===== src/hw/dcsr_pkg.sv =====
package dcsr_pkg;
    // Timing at 200 MHz
    localparam int unsigned CLK_PERIOD_PS = 5000;
    localparam int unsigned BIT_PERIOD_US = 1000;
    localparam int unsigned SAMPLE_DELAY_US = 500;
    localparam int unsigned SAMPLE_DELAY_CYC =
        (SAMPLE_DELAY_US * 1000000) / CLK_PERIOD_PS;
    // Widths and counts
    localparam int unsigned DLY_W = 24;
    localparam int unsigned WORD_BITS = 8;
    localparam int unsigned LINE_BITS = 16;
    localparam int unsigned SEL_W = 4;
    localparam int unsigned BCNT_W = 5;
    localparam logic [BCNT_W-1:0] BCNT_RST = 5'h00;
    localparam logic [BCNT_W-1:0] WORD_DONE = 5'h08;
    localparam logic [BCNT_W-1:0] LINE_DONE = 5'h10;
    localparam logic [DLY_W-1:0] DLY_RST = 24'h000000;
    localparam logic [WORD_BITS-1:0] WORD_RST = 8'h00;
    localparam logic [LINE_BITS-1:0] LINE_RST = 16'h0000;
endpackage


===== src/hw/dcsr_delay_line.sv =====
`timescale 1ns/1ps
`default_nettype none
// Sixteen-stage delay line with one fixed and two selectable taps
module dcsr_delay_line (
    input  wire logic                          clk_i,
    input  wire logic                          reset_i,
    input  wire logic                          shift_i,
    input  wire logic                          data_i,
    input  wire logic [dcsr_pkg::SEL_W-1:0]    sel_a_i,
    input  wire logic [dcsr_pkg::SEL_W-1:0]    sel_b_i,
    output logic                               last_stage_tap_o,
    output logic                               tap_a_o,
    output logic                               tap_b_o
);
    typedef struct packed {
        logic [dcsr_pkg::LINE_BITS-1:0] stages;
    } dcsr_line_s;

    dcsr_line_s st_q;
    dcsr_line_s st_d;

    // Shift in at stage zero
    always_comb begin
        st_d = st_q;
        if (shift_i) begin
            st_d.stages = {st_q.stages[dcsr_pkg::LINE_BITS-2:0], data_i};
        end
    end

    always_ff @(posedge clk_i) begin
        if (reset_i) begin
            st_q.stages <= dcsr_pkg::LINE_RST;
        end else begin
            st_q <= st_d;
        end
    end

    // Taps; serial out from the last stage plus two selectable stages
    assign last_stage_tap_o = st_q.stages[dcsr_pkg::LINE_BITS-1];
    assign tap_a_o = st_q.stages[sel_a_i];
    assign tap_b_o = st_q.stages[sel_b_i];
endmodule
`default_nettype wire


===== src/hw/dcsr_top.sv =====
// Function
// - A bit is low for a high pulse up to 1/5 period, high from 4/5.
// - Each line rise seen while idle starts a delay whose end samples the line.
// - With a 1 ms bit period the sample delay is 500 us.
// - The sample delay comes from a programmable count value.
// - Each sample into the shift register advances the bit counter.
// - After eight samples a single-cycle word-ready pulse is emitted.
// - The delay line is sixteen flops, serial out from the last one.
// - Two further delay line outputs each select any of the sixteen stages.
// - The delay line gives out its bits serially and through the two selectable taps.
// - Line clock muxes in a controller clock that shifts uncounted.
// - The delay line counter advances once per detected data bit.
// - At sixteen bits line-ready goes high and stays until the next data bit or an external counter reset.
// - Bit counters clear on power-on reset or an external reset.
`timescale 1ns/1ps
`default_nettype none
module dcsr_top #(
    parameter logic [dcsr_pkg::DLY_W-1:0] SAMPLE_DELAY =
        dcsr_pkg::DLY_W'(dcsr_pkg::SAMPLE_DELAY_CYC)
) (
    input  wire logic                          CLK_I,
    input  wire logic                          RESET_I,
    input  wire logic                          LINE_I,
    input  wire logic [dcsr_pkg::DLY_W-1:0]    DELAY_COUNT_I,
    input  wire logic                          USE_PARAM_DELAY_I,
    input  wire logic                          CNT_RESET_I,
    input  wire logic                          UNLOAD_CLK_I,
    input  wire logic [dcsr_pkg::SEL_W-1:0]    TAP_A_SEL_I,
    input  wire logic [dcsr_pkg::SEL_W-1:0]    TAP_B_SEL_I,
    output logic [dcsr_pkg::WORD_BITS-1:0]     WORD_O,
    output logic                               WORD_READY_O,
    output logic                               LINE_READY_O,
    output logic                               LAST_STAGE_TAP_O,
    output logic                               TAP_A_O,
    output logic                               TAP_B_O
);
    typedef enum logic [1:0] {
        DCSR_IDLE = 2'b01,
        DCSR_WAIT = 2'b10
    } dcsr_state_e;

    typedef struct packed {
        logic                          line_s1;
        logic                          line_s2;
        logic                          line_s3;
        logic                          clk_s1;
        logic                          clk_s2;
        logic                          clk_s3;
        logic                          cr_s1;
        logic                          cr_s2;
        dcsr_state_e                   state;
        logic [dcsr_pkg::DLY_W-1:0]    sample_delay_timer;
        logic [dcsr_pkg::WORD_BITS-1:0] word;
        logic [dcsr_pkg::BCNT_W-1:0]   word_cnt;
        logic [dcsr_pkg::BCNT_W-1:0]   line_cnt;
        logic                          word_ready;
        logic                          line_ready;
        logic                          sample;
        logic                          sample_val;
        logic                          last_tap;
        logic                          tap_a;
        logic                          tap_b;
    } dcsr_reg_s;

    dcsr_reg_s r_q;
    dcsr_reg_s r_d;

    logic line_rise;
    logic unload_rise;
    logic line_shift;
    logic line_data;
    logic [dcsr_pkg::DLY_W-1:0] dly_load;
    logic last_c;
    logic tap_a_c;
    logic tap_b_c;

    // Delay load with a floor of one cycle
    function automatic logic [dcsr_pkg::DLY_W-1:0] dcsr_floor1(
        input logic [dcsr_pkg::DLY_W-1:0] v
    );
        dcsr_floor1 = (v == dcsr_pkg::DLY_RST) ? dcsr_pkg::DLY_W'(1) : v;
    endfunction

    // Edges seen after two sync stages
    assign line_rise = r_q.line_s2 & ~r_q.line_s3;
    assign unload_rise = r_q.clk_s2 & ~r_q.clk_s3;
    assign dly_load = dcsr_floor1(USE_PARAM_DELAY_I ? SAMPLE_DELAY
                                                    : DELAY_COUNT_I);

    // Line clock: sample path or controller unload
    assign line_shift = r_q.sample | unload_rise;
    assign line_data = r_q.sample ? r_q.sample_val : 1'b0;

    // Next-state logic
    always_comb begin
        r_d = r_q;
        r_d.line_s1 = LINE_I;
        r_d.line_s2 = r_q.line_s1;
        r_d.line_s3 = r_q.line_s2;
        r_d.clk_s1 = UNLOAD_CLK_I;
        r_d.clk_s2 = r_q.clk_s1;
        r_d.clk_s3 = r_q.clk_s2;
        r_d.cr_s1 = CNT_RESET_I;
        r_d.cr_s2 = r_q.cr_s1;
        // Register the delay line taps
        r_d.last_tap = last_c;
        r_d.tap_a = tap_a_c;
        r_d.tap_b = tap_b_c;
        r_d.sample = 1'b0;
        r_d.word_ready = 1'b0;
        unique case (r_q.state)
            DCSR_IDLE: begin
                if (line_rise) begin
                    r_d.sample_delay_timer = dly_load;
                    r_d.state = DCSR_WAIT;
                end
            end
            DCSR_WAIT: begin
                if (r_q.sample_delay_timer == dcsr_pkg::DLY_W'(1)) begin
                    // Mid-period sample decides the bit value
                    r_d.sample = 1'b1;
                    r_d.sample_val = r_q.line_s2;
                    r_d.state = DCSR_IDLE;
                end else begin
                    r_d.sample_delay_timer =
                        r_q.sample_delay_timer - dcsr_pkg::DLY_W'(1);
                end
            end
        endcase
        // Count and capture on each sample
        if (r_q.sample) begin
            r_d.word = {r_q.word[dcsr_pkg::WORD_BITS-2:0], r_q.sample_val};
            if (r_q.word_cnt == dcsr_pkg::WORD_DONE - 5'h01) begin
                r_d.word_cnt = dcsr_pkg::BCNT_RST;
                r_d.word_ready = 1'b1;
            end else begin
                r_d.word_cnt = r_q.word_cnt + 5'h01;
            end
            r_d.line_ready = 1'b0;
            if (r_q.line_cnt == dcsr_pkg::LINE_DONE - 5'h01) begin
                r_d.line_cnt = dcsr_pkg::BCNT_RST;
                r_d.line_ready = 1'b1;
            end else begin
                r_d.line_cnt = r_q.line_cnt + 5'h01;
            end
        end
        // External counter reset; a same-cycle ready set wins
        if (r_q.cr_s2) begin
            r_d.word_cnt = dcsr_pkg::BCNT_RST;
            r_d.line_cnt = dcsr_pkg::BCNT_RST;
            r_d.line_ready = r_q.sample & r_d.line_ready;
        end
    end

    // State register; reset clears counters
    always_ff @(posedge CLK_I) begin
        if (RESET_I) begin
            r_q <= '0;
            r_q.state <= DCSR_IDLE;
            r_q.word_cnt <= dcsr_pkg::BCNT_RST;
            r_q.line_cnt <= dcsr_pkg::BCNT_RST;
            r_q.word <= dcsr_pkg::WORD_RST;
        end else begin
            r_q <= r_d;
        end
    end

    // Sixteen-stage serial line
    dcsr_delay_line u_line (
        .clk_i            (CLK_I),
        .reset_i          (RESET_I),
        .shift_i          (line_shift),
        .data_i           (line_data),
        .sel_a_i          (TAP_A_SEL_I),
        .sel_b_i          (TAP_B_SEL_I),
        .last_stage_tap_o (last_c),
        .tap_a_o          (tap_a_c),
        .tap_b_o          (tap_b_c)
    );

    // Outputs straight from flops; word readable in parallel
    assign WORD_O = r_q.word;
    assign WORD_READY_O = r_q.word_ready;
    assign LINE_READY_O = r_q.line_ready;
    assign LAST_STAGE_TAP_O = r_q.last_tap;
    assign TAP_A_O = r_q.tap_a;
    assign TAP_B_O = r_q.tap_b;

    // Ready pulse exactly one cycle wide
    a_ready_single: assert property (@(posedge CLK_I)
        disable iff (RESET_I) WORD_READY_O |=> !WORD_READY_O)
        else $error("ready too long");
    // Ready follows a sample
    a_ready_cause: assert property (@(posedge CLK_I)
        disable iff (RESET_I) $rose(WORD_READY_O) |-> $past(r_q.sample))
        else $error("ready without sample");
    // Sample follows delay wait
    a_sample_wait: assert property (@(posedge CLK_I)
        disable iff (RESET_I) r_q.sample |-> $past(r_q.state == DCSR_WAIT))
        else $error("sample outside wait");
    // Rising edge starts delay
    a_rise_start: assert property (@(posedge CLK_I)
        disable iff (RESET_I)
        (line_rise && r_q.state == DCSR_IDLE) |=> r_q.state == DCSR_WAIT)
        else $error("edge missed");
    // Line ready holds until next sample
    a_line_hold: assert property (@(posedge CLK_I)
        disable iff (RESET_I)
        (LINE_READY_O && !r_q.sample && !r_q.cr_s2) |=> LINE_READY_O)
        else $error("line ready dropped");
    // Unload shifts do not count
    a_unload_nocnt: assert property (@(posedge CLK_I)
        disable iff (RESET_I)
        (unload_rise && !r_q.sample && !r_q.cr_s2) |=> $stable(r_q.line_cnt))
        else $error("unload counted");
    // Counter reset clears counts
    a_cnt_clear: assert property (@(posedge CLK_I)
        disable iff (RESET_I)
        r_q.cr_s2 |=> (r_q.word_cnt == 5'h00 && r_q.line_cnt == 5'h00))
        else $error("count not cleared");
    // Counter advances per sample
    a_cnt_step: assert property (@(posedge CLK_I)
        disable iff (RESET_I)
        (r_q.sample && !r_q.cr_s2 && r_q.line_cnt != 5'h0f)
        |=> r_q.line_cnt == $past(r_q.line_cnt) + 5'h01)
        else $error("count step wrong");
    // Word shifts in each sampled bit, newest at bit zero
    a_word_shift: assert property (@(posedge CLK_I)
        disable iff (RESET_I) r_q.sample
        |=> WORD_O == {$past(WORD_O[dcsr_pkg::WORD_BITS-2:0]),
                       $past(r_q.sample_val)})
        else $error("word shift wrong");
endmodule
`default_nettype wire


===== config.mk =====
export PLATFORM = sky130hd
export DESIGN_NAME = dcsr_top
export DESIGN_NICKNAME = d
export VERILOG_FILES = /design/src/hw/dcsr_pkg.sv /design/src/hw/dcsr_delay_line.sv /design/src/hw/dcsr_top.sv
export SDC_FILE = /design/constraint.sdc
export NUM_CORES = 1
export LEC_CHECK = 0
export BUFFER_PORTS_ARGS = -buffer_cell sky130_fd_sc_hd__buf_2
export CAP_MARGIN = 15
export CORE_UTILIZATION = 62
export CTS_BUF_LIST = sky130_fd_sc_hd__clkbuf_16
export DETAILED_ROUTE_END_ITERATION = 7
export PLACE_DENSITY = 0.91
export SKIP_LAST_GASP = 1
export SYNTH_ARGS = -nofsm -noshare
export SYNTH_HDL_FRONTEND = slang
export SYNTH_SLANG_ARGS = --single-unit

===== constraint.sdc =====
create_clock -name CLK_I -period 3.9 [get_ports CLK_I]
set_input_delay 0.78 -clock CLK_I [delete_from_list [all_inputs] [get_ports CLK_I]]
set_output_delay 0.78 -clock CLK_I [all_outputs]
set_load 0.05 [all_outputs]

; Word level (Yosys, flattened, before mapping)
; Cells that the tools add are included.
[word_totals]
register_bits = 75
input_bits = 38
out_inout_bits = 13
wordCells = 67
[classes]
addsub = 3
magnitude_cmp = 2
eq_ne = 8
mux = 18
bitwise = 8
reduce_logical = 7
[ops]
columns = operator, n
row1 = two-way mux 24 bit, 3
row2 = one-hot mux 26 bit (2 select lines), 1
row3 = two-way mux 26 bit, 1
row4 = "== test 24 x 1 -> 1 bit, second input constant", 1
row5 = logical NOT 24 bit, 1
row6 = "subtractor 24 x 1 -> 24 bit, second input constant", 1
row7 = "adder 5 x 1 -> 5 bit, second input constant", 2
row8 = "less-than comparator 4 x 5 -> 1 bit, second input constant", 2
row9 = two-way mux 5 bit, 2
row10 = binary-select mux 1 bit (select 4 bit), 2
row11 = two-way mux 1 bit, 7
row12 = "inequality test 2 bit, second input constant", 3
row13 = AND reduction 2 bit, 3
row14 = OR reduction 2 bit, 3
row15 = "== test 5 x 3 -> 1 bit, second input constant", 1
row16 = "== test 5 x 4 -> 1 bit, second input constant", 1
row17 = two-way mux 2 bit, 2
row18 = NOT 1 bit, 4
row19 = AND 1 bit, 3
row20 = "== test 2 x 1 -> 1 bit, second input constant", 1
row21 = "== test 2 bit, second input constant", 1
row22 = OR 1 bit, 1

; Depth between registers and ports, before layout
; Gate-level depths: netlist of the first run.
[logic_depth]
ltp_word = 5
depth_mapped = 9
mapped_depth_nobuf = 7

; By module
; From an unflattened synthesis of the first run, not the netlist that was laid out.
[unflattened]
cells_unflattened = 415
area_unflattened_um2 = 3764.9
[by_module_without_submodules]
columns = mod, instances, cells_per_inst, area_each_um2, seq_area_each_um2
row1 = dcsr_top, 1, 349, 2936.6, 1181.1
row2 = dcsr_delay_line, 1, 66, 828.3, 320.3

; Worst setup path after synthesis of the first run
; No wires, ideal clock.
[synth_timing]
path_kind = register to register
from = register r_q[41] (netlist name)
to = register r_q[30] (netlist name)
t_arrival_ns = 2.183
t_required_ns = 3.783
slack_ns = 1.600
stages_incl_launch_ff = 8
n_path_buf = 3
cell_sequence = dfxtp_1 or4_4 or4_4 buf_6 o31a_1 buf_6 buf_6 a32o_1
[synth_via]
elab_chain_len = 3
[synth_rtl]
columns = element, line
row1 = start: declaration, dcsr_top.sv:65  ; dcsr_reg_s r_q;
row2 = start signal: assignment, dcsr_top.sv:164  ; r_q <= r_d;
row3 = == test 24 x 1 -> 1 bit, dcsr_top.sv:119  ; if (r_q.sample_delay_timer == dcsr_pkg::DLY_W'(1)) begin
row4 = inequality test 2 bit (no source line), --
row5 = AND reduction 2 bit (no source line), --
; Every way passes these cells.
; A chain may end at the register's enable or synchronous reset.

; Final worst setup path of the first run
[layout_timing]
from = register r_q[41] (netlist name)
to = register r_q[47] (netlist name)
[layout_via]
elab_chain_len = 3
elab_cells_between_ends = 6
classes_between = add/sub (1) / eq/ne (2) / mux (2) / reduce/logical (1)
[layout_rtl]
columns = element, line
row1 = subtractor 24 x 1 -> 24 bit or == test 24 x 1 -> 1 bit (tied branches), "dcsr_top.sv:126, dcsr_top.sv:119"
row2 = two-way mux 24 bit or inequality test 2 bit (tied branches), --
row3 = one-hot mux 26 bit (2 select lines) or AND reduction 2 bit (tied branches), --
; Parallel ways exist; a longest one is shown, timed or not. The select of a mux whose other input is x is not followed.

==> results of run 1 <==
[stage by stage]
step	cells	cell area (um2)	worst slack [ns]	hold slack, ns	util [%]
finish	521	4320	1.12	0.454	72.9
global route	521	4320	0.986	0.461	72.9
CTS	521	4320	1.14	0.457	72.9
detailed placement	505	3990	1.16	0.430	67.4
global placement	505	3990	1.24	0.419	67.4
floorplan	409	3800	1.60	0.414	-
[worst paths after layout]
check                                           from                   end  slack (ns)
worst max-delay path            r_q[41]$_SDFFE_PP0P_  r_q[47]$_SDFFE_PP0P_        1.12
worst min-delay path              r_d[57]$_SDFF_PP0_    r_d[56]$_SDFF_PP0_        0.45
worst max register to register  r_q[41]$_SDFFE_PP0P_  r_q[47]$_SDFFE_PP0P_        1.12
worst min register to register    r_d[57]$_SDFF_PP0_    r_d[56]$_SDFF_PP0_        0.45
[flip-flops by register name, summed over array words and instances (netlist names)]
name / count
TAP_B_O: 1
LAST_STAGE_TAP_O: 1
u_line.st_q: 16
r_d: 5
TAP_A_O: 1
r_q: 41
WORD_O: 8
WORD_READY_O: 1
LINE_READY_O: 1
[routing by layer]
| layer | vias up | routed length, um | part of all wire (%) |
|---|---|---|---|
| met1 | 1565 | 3830 | 42 |
| met5 | - | 0 | 0 |
| met4 | 0 | 269 | 2.9 |
| li1 | 1561 | - | - |
| met3 | 35 | 649 | 7.1 |
| met2 | 164 | 4430 | 48 |
[layout make-up]
type | count | area [um2]
Clock inverter | 7 | 104
Multi-Input combinational cell | 291 | 2070
Timing Repair Buffer | 56 | 295
Inverter | 8 | 30.0
Tap cell | 75 | 93.8
Fill cell | 393 | 1600
Sequential cell | 75 | 1500
Clock buffer | 9 | 225
[worst max-delay path, cell delays in order (launching register included)]
cell and delay [ns]:
dfxtp_1 0.38, or4_4 0.59, or4_4 0.49, o31a_1 0.66, buf_4 0.33, nor2_1 0.13, a311oi_2 0.06
[cells in the final DEF (no fill, tap or decap), drive strengths merged, types with 2 or more instances in the layout]
master,synthesis,layout
o311a,4,4
o21ai,21,21
o31a,3,3
and3,7,7
buf,17,56
mux4,10,10
o221ai,2,2
or4,3,3
mux2i,23,23
a31oi,3,3
dfxtp,75,75
nand2,21,21
o31ai,2,2
nor4,13,13
bufinv,0,2
a311oi,3,3
a221oi,4,4
nand3,11,11
nor4b,4,4
a211oi,12,12
a21oi,18,18
o211a,2,2
mux2,2,2
nor2b,12,12
and2,3,3
xor2,7,7
nand4,3,3
xnor2,3,3
o311ai,3,3
nor3b,2,2
nand2b,4,4
nor2,57,57
ha,4,4
clkbuf,18,9
nor3,10,10
o21a,2,2
inv,7,12
[power groups by stage]
stage          Clock, mW  Combinational [mW]  Sequential [mW]
6_report           0.922               0.319            0.847
3_5_place_dp           0               0.303            0.858
3_3_place_gp           0               0.294            0.855
2_1_floorplan          0               0.249            0.847
5_1_grt            0.958               0.345            0.851
4_1_cts            0.925               0.312            0.844
[logic make-up (layout without fill, tap and decap cells)]
family | count (synthesis) | after routing
mux | 35 | 35
flops | 75 | 75
compound gates | 86 | 86
buf+inv | 43 | 80
xor+xnor | 10 | 10
fa+ha+maj | 4 | 4
simple gates | 156 | 156
==> flow_metrics.tcl, run 1 <==
set metrics [dict create \
    grt_pass1_vias 3200 \
    worstSetupPathType "register to register" \
    start_util_pct 64.2 \
    drt-wirelength-per-cell_um 17.6 \
    ff2ff_path_depth 6 \
    ctsResizeCount 0 \
    clk_pin_slew_ns 0.06 \
    muxShareOfSynthArea_pct 12.6 \
    ys_seq_elements 75 \
    synthArstFlopShare_pct 0 \
    grt_pass1_wl_mm 15.2 \
    grt.total_usage_pct 30.5 \
    synth_top_family_by_area "simple AND/OR/NAND/NOR gates" \
    slew_headroom_pct 24.9 \
    setup_viol 0 \
    antenna_found_initial 0 \
    pwr-share-comb_pct 15.3 \
    io_pins 51 \
    synth_top_area_share_pct 39.5 \
    dieArea_um2 6450 \
    report.final.slew_viol_count 0 \
    switching_share_pct 28.3 \
    yosysUniqueCellTypes 58 \
    power_switching_mw 0.592 \
    grt_max_degree 59 \
    grt_use_met1_pct 38.6 \
    synth_nets 451 \
    synth_seq_area_share_pct 39.5 \
    num_antenna_cells 0 \
    postCtsSetupBuffers 0 \
    worstPathRequired_ns 4.09 \
    grtUsageMet2_pct 49.3 \
    netlist_area_um2 3800 \
    die_y_um 80.3 \
    fp.coreArea_um2 5920 \
    ctsHoldBuffers 0 \
    drive_gt1_share_pct 22.2 \
    drc 0 \
    synth_ff_type "dfxtp_1" \
    hp-class "register to register" \
    total_power_mw 2.09 \
    cp-end-kind "register" \
    status "completed" \
    numCtsBuffers 9 \
    synth_fa_ha_area_share_pct 1.32 \
    crit_path_start_kind "register" \
    synth_xor_area_share_pct 2.30 \
    p_seq_share_pct 40.6 \
    skew_ns 0.00732 \
    nNetsFinal 483 \
    hold_viol 0 \
    cts.path.max_buffers 2 \
    drv_cap 0 \
    clock-root-buffer "clkbuf_16" \
    cts_max_level 3 \
    synthesis.instances 409 \
    place_hpwl_mm 5.71 \
    p_clk_share_pct 44.2 \
    p_int_mw 1.50 \
    fmax_mhz 360 \
    period_minus_slack_ns 2.78 \
    synthSimpleGateAreaFrac_pct 20.9 \
    drt_iter0_drc 302 \
    syn-mean-instance-area_um2 9.30 \
    ys_top_cells_by_count "75 x dfxtp_1, 57 x nor2_1, 23 x mux2i_1" \
    ys_top_cells_by_area "dfxtp_1 39%, mux2i_1 6.1%, mux4_2 5.9%" \
    detail-route-antenna-nets 0 \
    synth_top_area_cell "dfxtp_1" \
    worst-slew-pin-transition_ns 1.13 \
    grt.busiest_layer "met2" \
    cp_max_fo 28 \
    worstPathArrival_ns 2.97 \
    hold_depth 1 \
    rsz0062_at_grt "no" \
    use_met3_pct 6.25 \
    drt_wl_total_mm 9.18 \
    yosysMostFrequentCell "dfxtp_1" \
    clkLatencyLatePin_ns 0.33 \
    synth_edf_count 0 \
    num_rows 28 \
    first_pass_iters 5 \
    port-buffer-count 50 \
    die_w_um 80.3 \
    finalSetupTns_ns 0 \
    finalCritPeriodShare_pct 71.3 \
    via_count 3325 \
    cts_tree "done" \
    gp_congestion 0.840 \
    synth-compound-area-share_pct 17.2 \
    area_growth_pct 13.6 \
    power_density_nw_per_um2 484 \
    grt-ovfl-total 0 \
    max-vdd-ir-drop_uv 367 \
    power_leakage_nw 1.76 \
    avgViaCountPerCell 6.38 \
    cts.sinks 75 \
    ys_warn_count 0 \
]
Power figures use the tool's default switching activity.
==> inputs of run 2 (changes only) <==
CORE_UTILIZATION = 52   (was 62)
PLACE_DENSITY = 0.82   (was 0.91)
clock period = 2.5 ns   (was 3.9 ns; I/O delays follow)
==> flow_metrics.tcl, run 2 (synthesis results as in run 1) <==
set metrics [dict create \
    mostFrequentLayoutCells "75 x dfxtp_1, 57 x nor2_1, 50 x buf_2, 23 x mux2i_1" \
    grt_pass1_vias 3002 \
    hold_viol 0 \
    power_density_nw_per_um2 716 \
    final_core_util_pct 63.6 \
    avgViaCountPerCell 5.88 \
    regToRegEndpoint "r_q[41]$_SDFFE_PP0P_" \
    start_util_pct 54.8 \
    gp_congestion 0.853 \
    num_rows 30 \
    power_leakage_nw 1.80 \
    fp.coreArea_um2 6940 \
    area_growth_pct 16.2 \
    max-vdd-ir-drop_uv 485 \
    finalCritPeriodShare_pct 94.4 \
    critical_path.cell_chain "or4_4 > or4_4 > o31a_1 > buf_4 > o311ai_0 > a21oi_1" \
    crit_path_start_kind "register" \
    numCtsBuffers 9 \
    first_pass_iters 4 \
    die_y_um 87.5 \
    ff2ff_path_depth 6 \
    place_hpwl_mm 5.93 \
    drt_wl_total_mm 8.66 \
    hp-class "input pin to register" \
    nNetsFinal 494 \
    cp-startpoint "r_q[41]$_SDFFE_PP0P_" \
    total_power_mw 3.16 \
    ctsHoldBuffers 0 \
    grt_pass1_wl_mm 14.1 \
    clk_pin_slew_ns 0.06 \
    largest_register_ffs 41 \
    finalSetupTns_ns 0 \
    worst-slew-pin-transition_ns 0.576 \
    cts_tree "done" \
    clock-root-buffer "clkbuf_16" \
    port-buffer-count 50 \
    fmax_mhz 424 \
    drive_gt1_share_pct 24.1 \
    worstSetupPathType "register to register" \
    drt-wirelength-per-cell_um 15.7 \
    drv_cap 0 \
    grt-ovfl-total 0 \
    drt_iter0_drc 202 \
    cts.sinks 75 \
    detail-route-antenna-nets 0 \
    reg2reg_slack_ns 0.14 \
    final_area_um2 4420 \
    rsz0062_at_grt "no" \
    largest-register "r_q" \
    dpl_cell_area_um2 4110 \
    fillers 571 \
    hold_depth 2 \
    period_minus_slack_ns 2.36 \
    dieArea_um2 7660 \
    cts_max_level 3 \
    skew_ns 0.00682 \
    status "completed" \
    antenna_found_initial 0 \
    r2r-start "r_q[41]$_SDFFE_PP0P_" \
    worstPathArrival_ns 2.56 \
    report.final.slew_viol_count 0 \
    postCtsSetupBuffers 0 \
    worstPathRequired_ns 2.70 \
    clkLatencyLatePin_ns 0.33 \
    via_count 3251 \
    drc 0 \
    max_stage_delay_ns 0.59 \
    cp-end-kind "register" \
    regArea_um2 1500 \
    num_antenna_cells 0 \
    cp_max_fo 18 \
    die_w_um 87.5 \
    setup_viol 0 \
    ctsResizeCount 0 \
    cts.path.max_buffers 2 \
    final_common_cell "dfxtp_1" \
    crit_top_cell "or4_4" \
    io_pins 51 \
    whs_ns 0.374 \
    multiInputGateArea_um2 2070 \
    grt.total_usage_pct 23.9 \
    grt_max_degree 29 \
    worstHoldEndpoint "r_d[54]$_SDFF_PP0_" \
    cp_slowest_cell "or4_4" \
    min_from "UNLOAD_CLK_I" \
    slew_headroom_pct 61.6 \
]
[run 2: cell count changes in the layout (fill, tap and decap cells not counted)]
cell / previous run / this run
clkinv_4: 0 / 2
bufinv_16: 2 / 1
clkinvlp_4: 0 / 1
buf_12: 0 / 1
inv_6: 5 / 3
buf_4: 6 / 16
[run 2: how the worst max path moves through the flow]
stage	endpoint	cells past startpoint
floorplan	r_q[30]$_SDFFE_PP0P_	7
detailed placement	r_q[41]$_SDFFE_PP0P_	6
global placement	r_q[41]$_SDFFE_PP0P_	6
finish	r_q[41]$_SDFFE_PP0P_	6
global route	r_q[41]$_SDFFE_PP0P_	6
CTS	r_q[41]$_SDFFE_PP0P_	6
[run 2: area by class of cell]
class | count | area share [%]
flip-flops and latches | 75 | 34.0
multi-input cells | 291 | 46.8
clock buffers | 9 | 5.10
repair buffers | 67 | 8.84
clock inverters | 7 | 1.84
well taps | 96 | 2.72
inverters | 8 | 0.680
[run 2: worst max-delay path: cells and delay by family, from the launching register on]
kind	cells	cell delay (ns)
buffers and inverters	1	0.22
flip-flops	1	0.38
AND/OR/NAND/NOR	2	1.08
AO/OA/AOI/OAI	3	0.56
[run 2: routing by layer]
metal  global-route usage (%)  up-vias  routed length, um
met3                     3.89       19                413
met5                        0        -                  0
met1                     30.1     1543               3720
li1                         -     1586                  -
met2                     40.3      103               4330
met4                     11.2        0                191
[run 2: report_power, final]
group          leakage [nW]  internal (mW)  switching (mW)  total [mW]
Combinational          1.05          0.222           0.308       0.530
Clock                 0.147          0.786           0.527        1.31
Sequential            0.611           1.25          0.0665        1.32
Total                  1.80           2.26           0.902        3.16
[run 2: through the flow]
step                      worst slack (ns)  std cells
after floorplan                      0.200        409
after global placement               0.239        537
after detailed placement             0.198        537
after CTS                            0.161        553
after global routing                0.0552        553
final                                0.140        553
==> inputs of run 3 (changes only) <==
RECOVER_POWER = 25   (was default)
==> flow_metrics.tcl, run 3 (synthesis results as in run 1) <==
set metrics [dict create \
    largest_register_ffs 41 \
    ctsHoldBuffers 0 \
    fmax_mhz 424 \
    io_pins 51 \
    nNetsFinal 494 \
    report.final.slew_viol_count 0 \
    start_util_pct 54.8 \
    hp-class "input pin to register" \
    grt-ovfl-total 0 \
    num_rows 30 \
    cts.sinks 75 \
    drc 0 \
    grt_pass1_wl_mm 14.1 \
    grt.total_usage_pct 23.9 \
    max-vdd-ir-drop_uv 485 \
    skew_ns 0.00726 \
    worstPathArrival_ns 2.56 \
    drt_iter0_drc 202 \
    switching_share_pct 28.5 \
    cts_max_level 3 \
    grtUsageMet2_pct 40.3 \
    period_minus_slack_ns 2.36 \
    ctsResizeCount 0 \
    worstSetupPathType "register to register" \
    pwr-share-comb_pct 16.8 \
    cts_tree "done" \
    port-buffer-count 50 \
    p_seq_share_pct 41.7 \
    numCtsBuffers 9 \
    cp-end-kind "register" \
    first_pass_iters 4 \
    finalCritPeriodShare_pct 94.4 \
    p_clk_share_pct 41.6 \
    cp_max_fo 18 \
    power_density_nw_per_um2 717 \
    avgViaCountPerCell 5.90 \
    die_y_um 87.5 \
    antenna_found_initial 0 \
    die_w_um 87.5 \
    clock-root-buffer "clkbuf_16" \
    p_int_mw 2.26 \
    drv_cap 0 \
    fp.coreArea_um2 6940 \
    grt.busiest_layer "met2" \
    area_growth_pct 16.0 \
    hold_viol 0 \
    rsz0062_at_grt "no" \
    cts.path.max_buffers 2 \
    power_leakage_nw 1.80 \
    mostFrequentLayoutCells "75 x dfxtp_1, 57 x nor2_1, 49 x buf_2, 23 x mux2i_1" \
    num_antenna_cells 0 \
    largest-register "r_q" \
    worstPathRequired_ns 2.70 \
    drive_gt1_share_pct 23.6 \
    drt_wl_total_mm 8.66 \
    whs_ns 0.374 \
    detail-route-antenna-nets 0 \
    via_count 3262 \
    dieArea_um2 7660 \
    postCtsSetupBuffers 0 \
    crit_path_start_kind "register" \
    final_common_cell "dfxtp_1" \
    use_met3_pct 3.89 \
    gp_congestion 0.853 \
    clk_pin_slew_ns 0.06 \
    drt-wirelength-per-cell_um 15.7 \
    setup_viol 0 \
    worst-slew-pin-transition_ns 1.08 \
    fillers 572 \
    clkLatencyLatePin_ns 0.33 \
    grt_max_degree 29 \
    finalSetupTns_ns 0 \
    slew_headroom_pct 27.9 \
    place_hpwl_mm 5.93 \
    grt_use_met1_pct 30.1 \
    grt_pass1_vias 3002 \
    status "completed" \
    power_switching_mw 0.902 \
]
## run 3: cell types whose count changed in the layout (fill, tap and decap cells not counted)
cell      change
clkbuf_2      +1
buf_4         -2
buf_2         -1
clkbuf_1      +2
## run 3: per-stage QoR
step / worst slack (ns) / util (%) / instance area [um2] / instances / power [mW]
after CTS: 0.161 / 63.6 / 4420 / 553 / 3.17
final: 0.140 / 63.5 / 4410 / 553 / 3.16
after floorplan: 0.200 / - / 3800 / 409 / 1.71
after global routing: 0.0552 / 63.5 / 4410 / 553 / 3.30
after global placement: 0.239 / 59.2 / 4110 / 537 / 1.84
after detailed placement: 0.198 / 59.2 / 4110 / 537 / 1.86
## run 3: per-layer routing
| layer | vias to the layer above | share of wire (%) |
|---|---|---|
| met5 | - | 0 |
| met4 | 0 | 2.2 |
| met3 | 19 | 4.8 |
| met2 | 107 | 50 |
| met1 | 1549 | 43 |
| li1 | 1587 | - |
## run 3: power by group through the flow
| stage | registers, mW | clock network, mW | logic [mW] |
|---|---|---|---|
| floorplan | 1.32 | 0 | 0.389 |
| global placement | 1.34 | 0 | 0.505 |
| detailed placement | 1.34 | 0 | 0.518 |
| CTS | 1.31 | 1.33 | 0.524 |
| global route | 1.32 | 1.40 | 0.576 |
| finish | 1.32 | 1.31 | 0.530 |
## run 3: path summary, 6_finish.rpt
| kind | start | to | slack, ns | cells after the start |
|---|---|---|---|---|
| max reg2reg | r_q[41]$_SDFFE_PP0P_ | r_q[41]$_SDFFE_PP0P_ | 0.14 | 6 |
| max | r_q[41]$_SDFFE_PP0P_ | r_q[41]$_SDFFE_PP0P_ | 0.14 | 6 |
| min reg2reg | r_d[54]$_SDFF_PP0_ | r_d[53]$_SDFF_PP0_ | 0.44 | 1 |
| min | UNLOAD_CLK_I | r_d[54]$_SDFF_PP0_ | 0.37 | 2 |
## run 3: critical path: stages, from the launching register on
cell	delay, ns
dfxtp_1	0.38
or4_4	0.59
or4_4	0.49
o31a_1	0.32
buf_4	0.22
o311ai_0	0.13
a21oi_1	0.11
## run 3: area by class of cell
class | count | area (um2) | area share [%]
repair buffers | 67 | 383 | 8.68
multi-input cells | 291 | 2070 | 46.9
well taps | 96 | 120 | 2.72
inverters | 8 | 30.0 | 0.681
flip-flops and latches | 75 | 1500 | 34.1
clock inverters | 7 | 81.3 | 1.84
clock buffers | 9 | 225 | 5.11
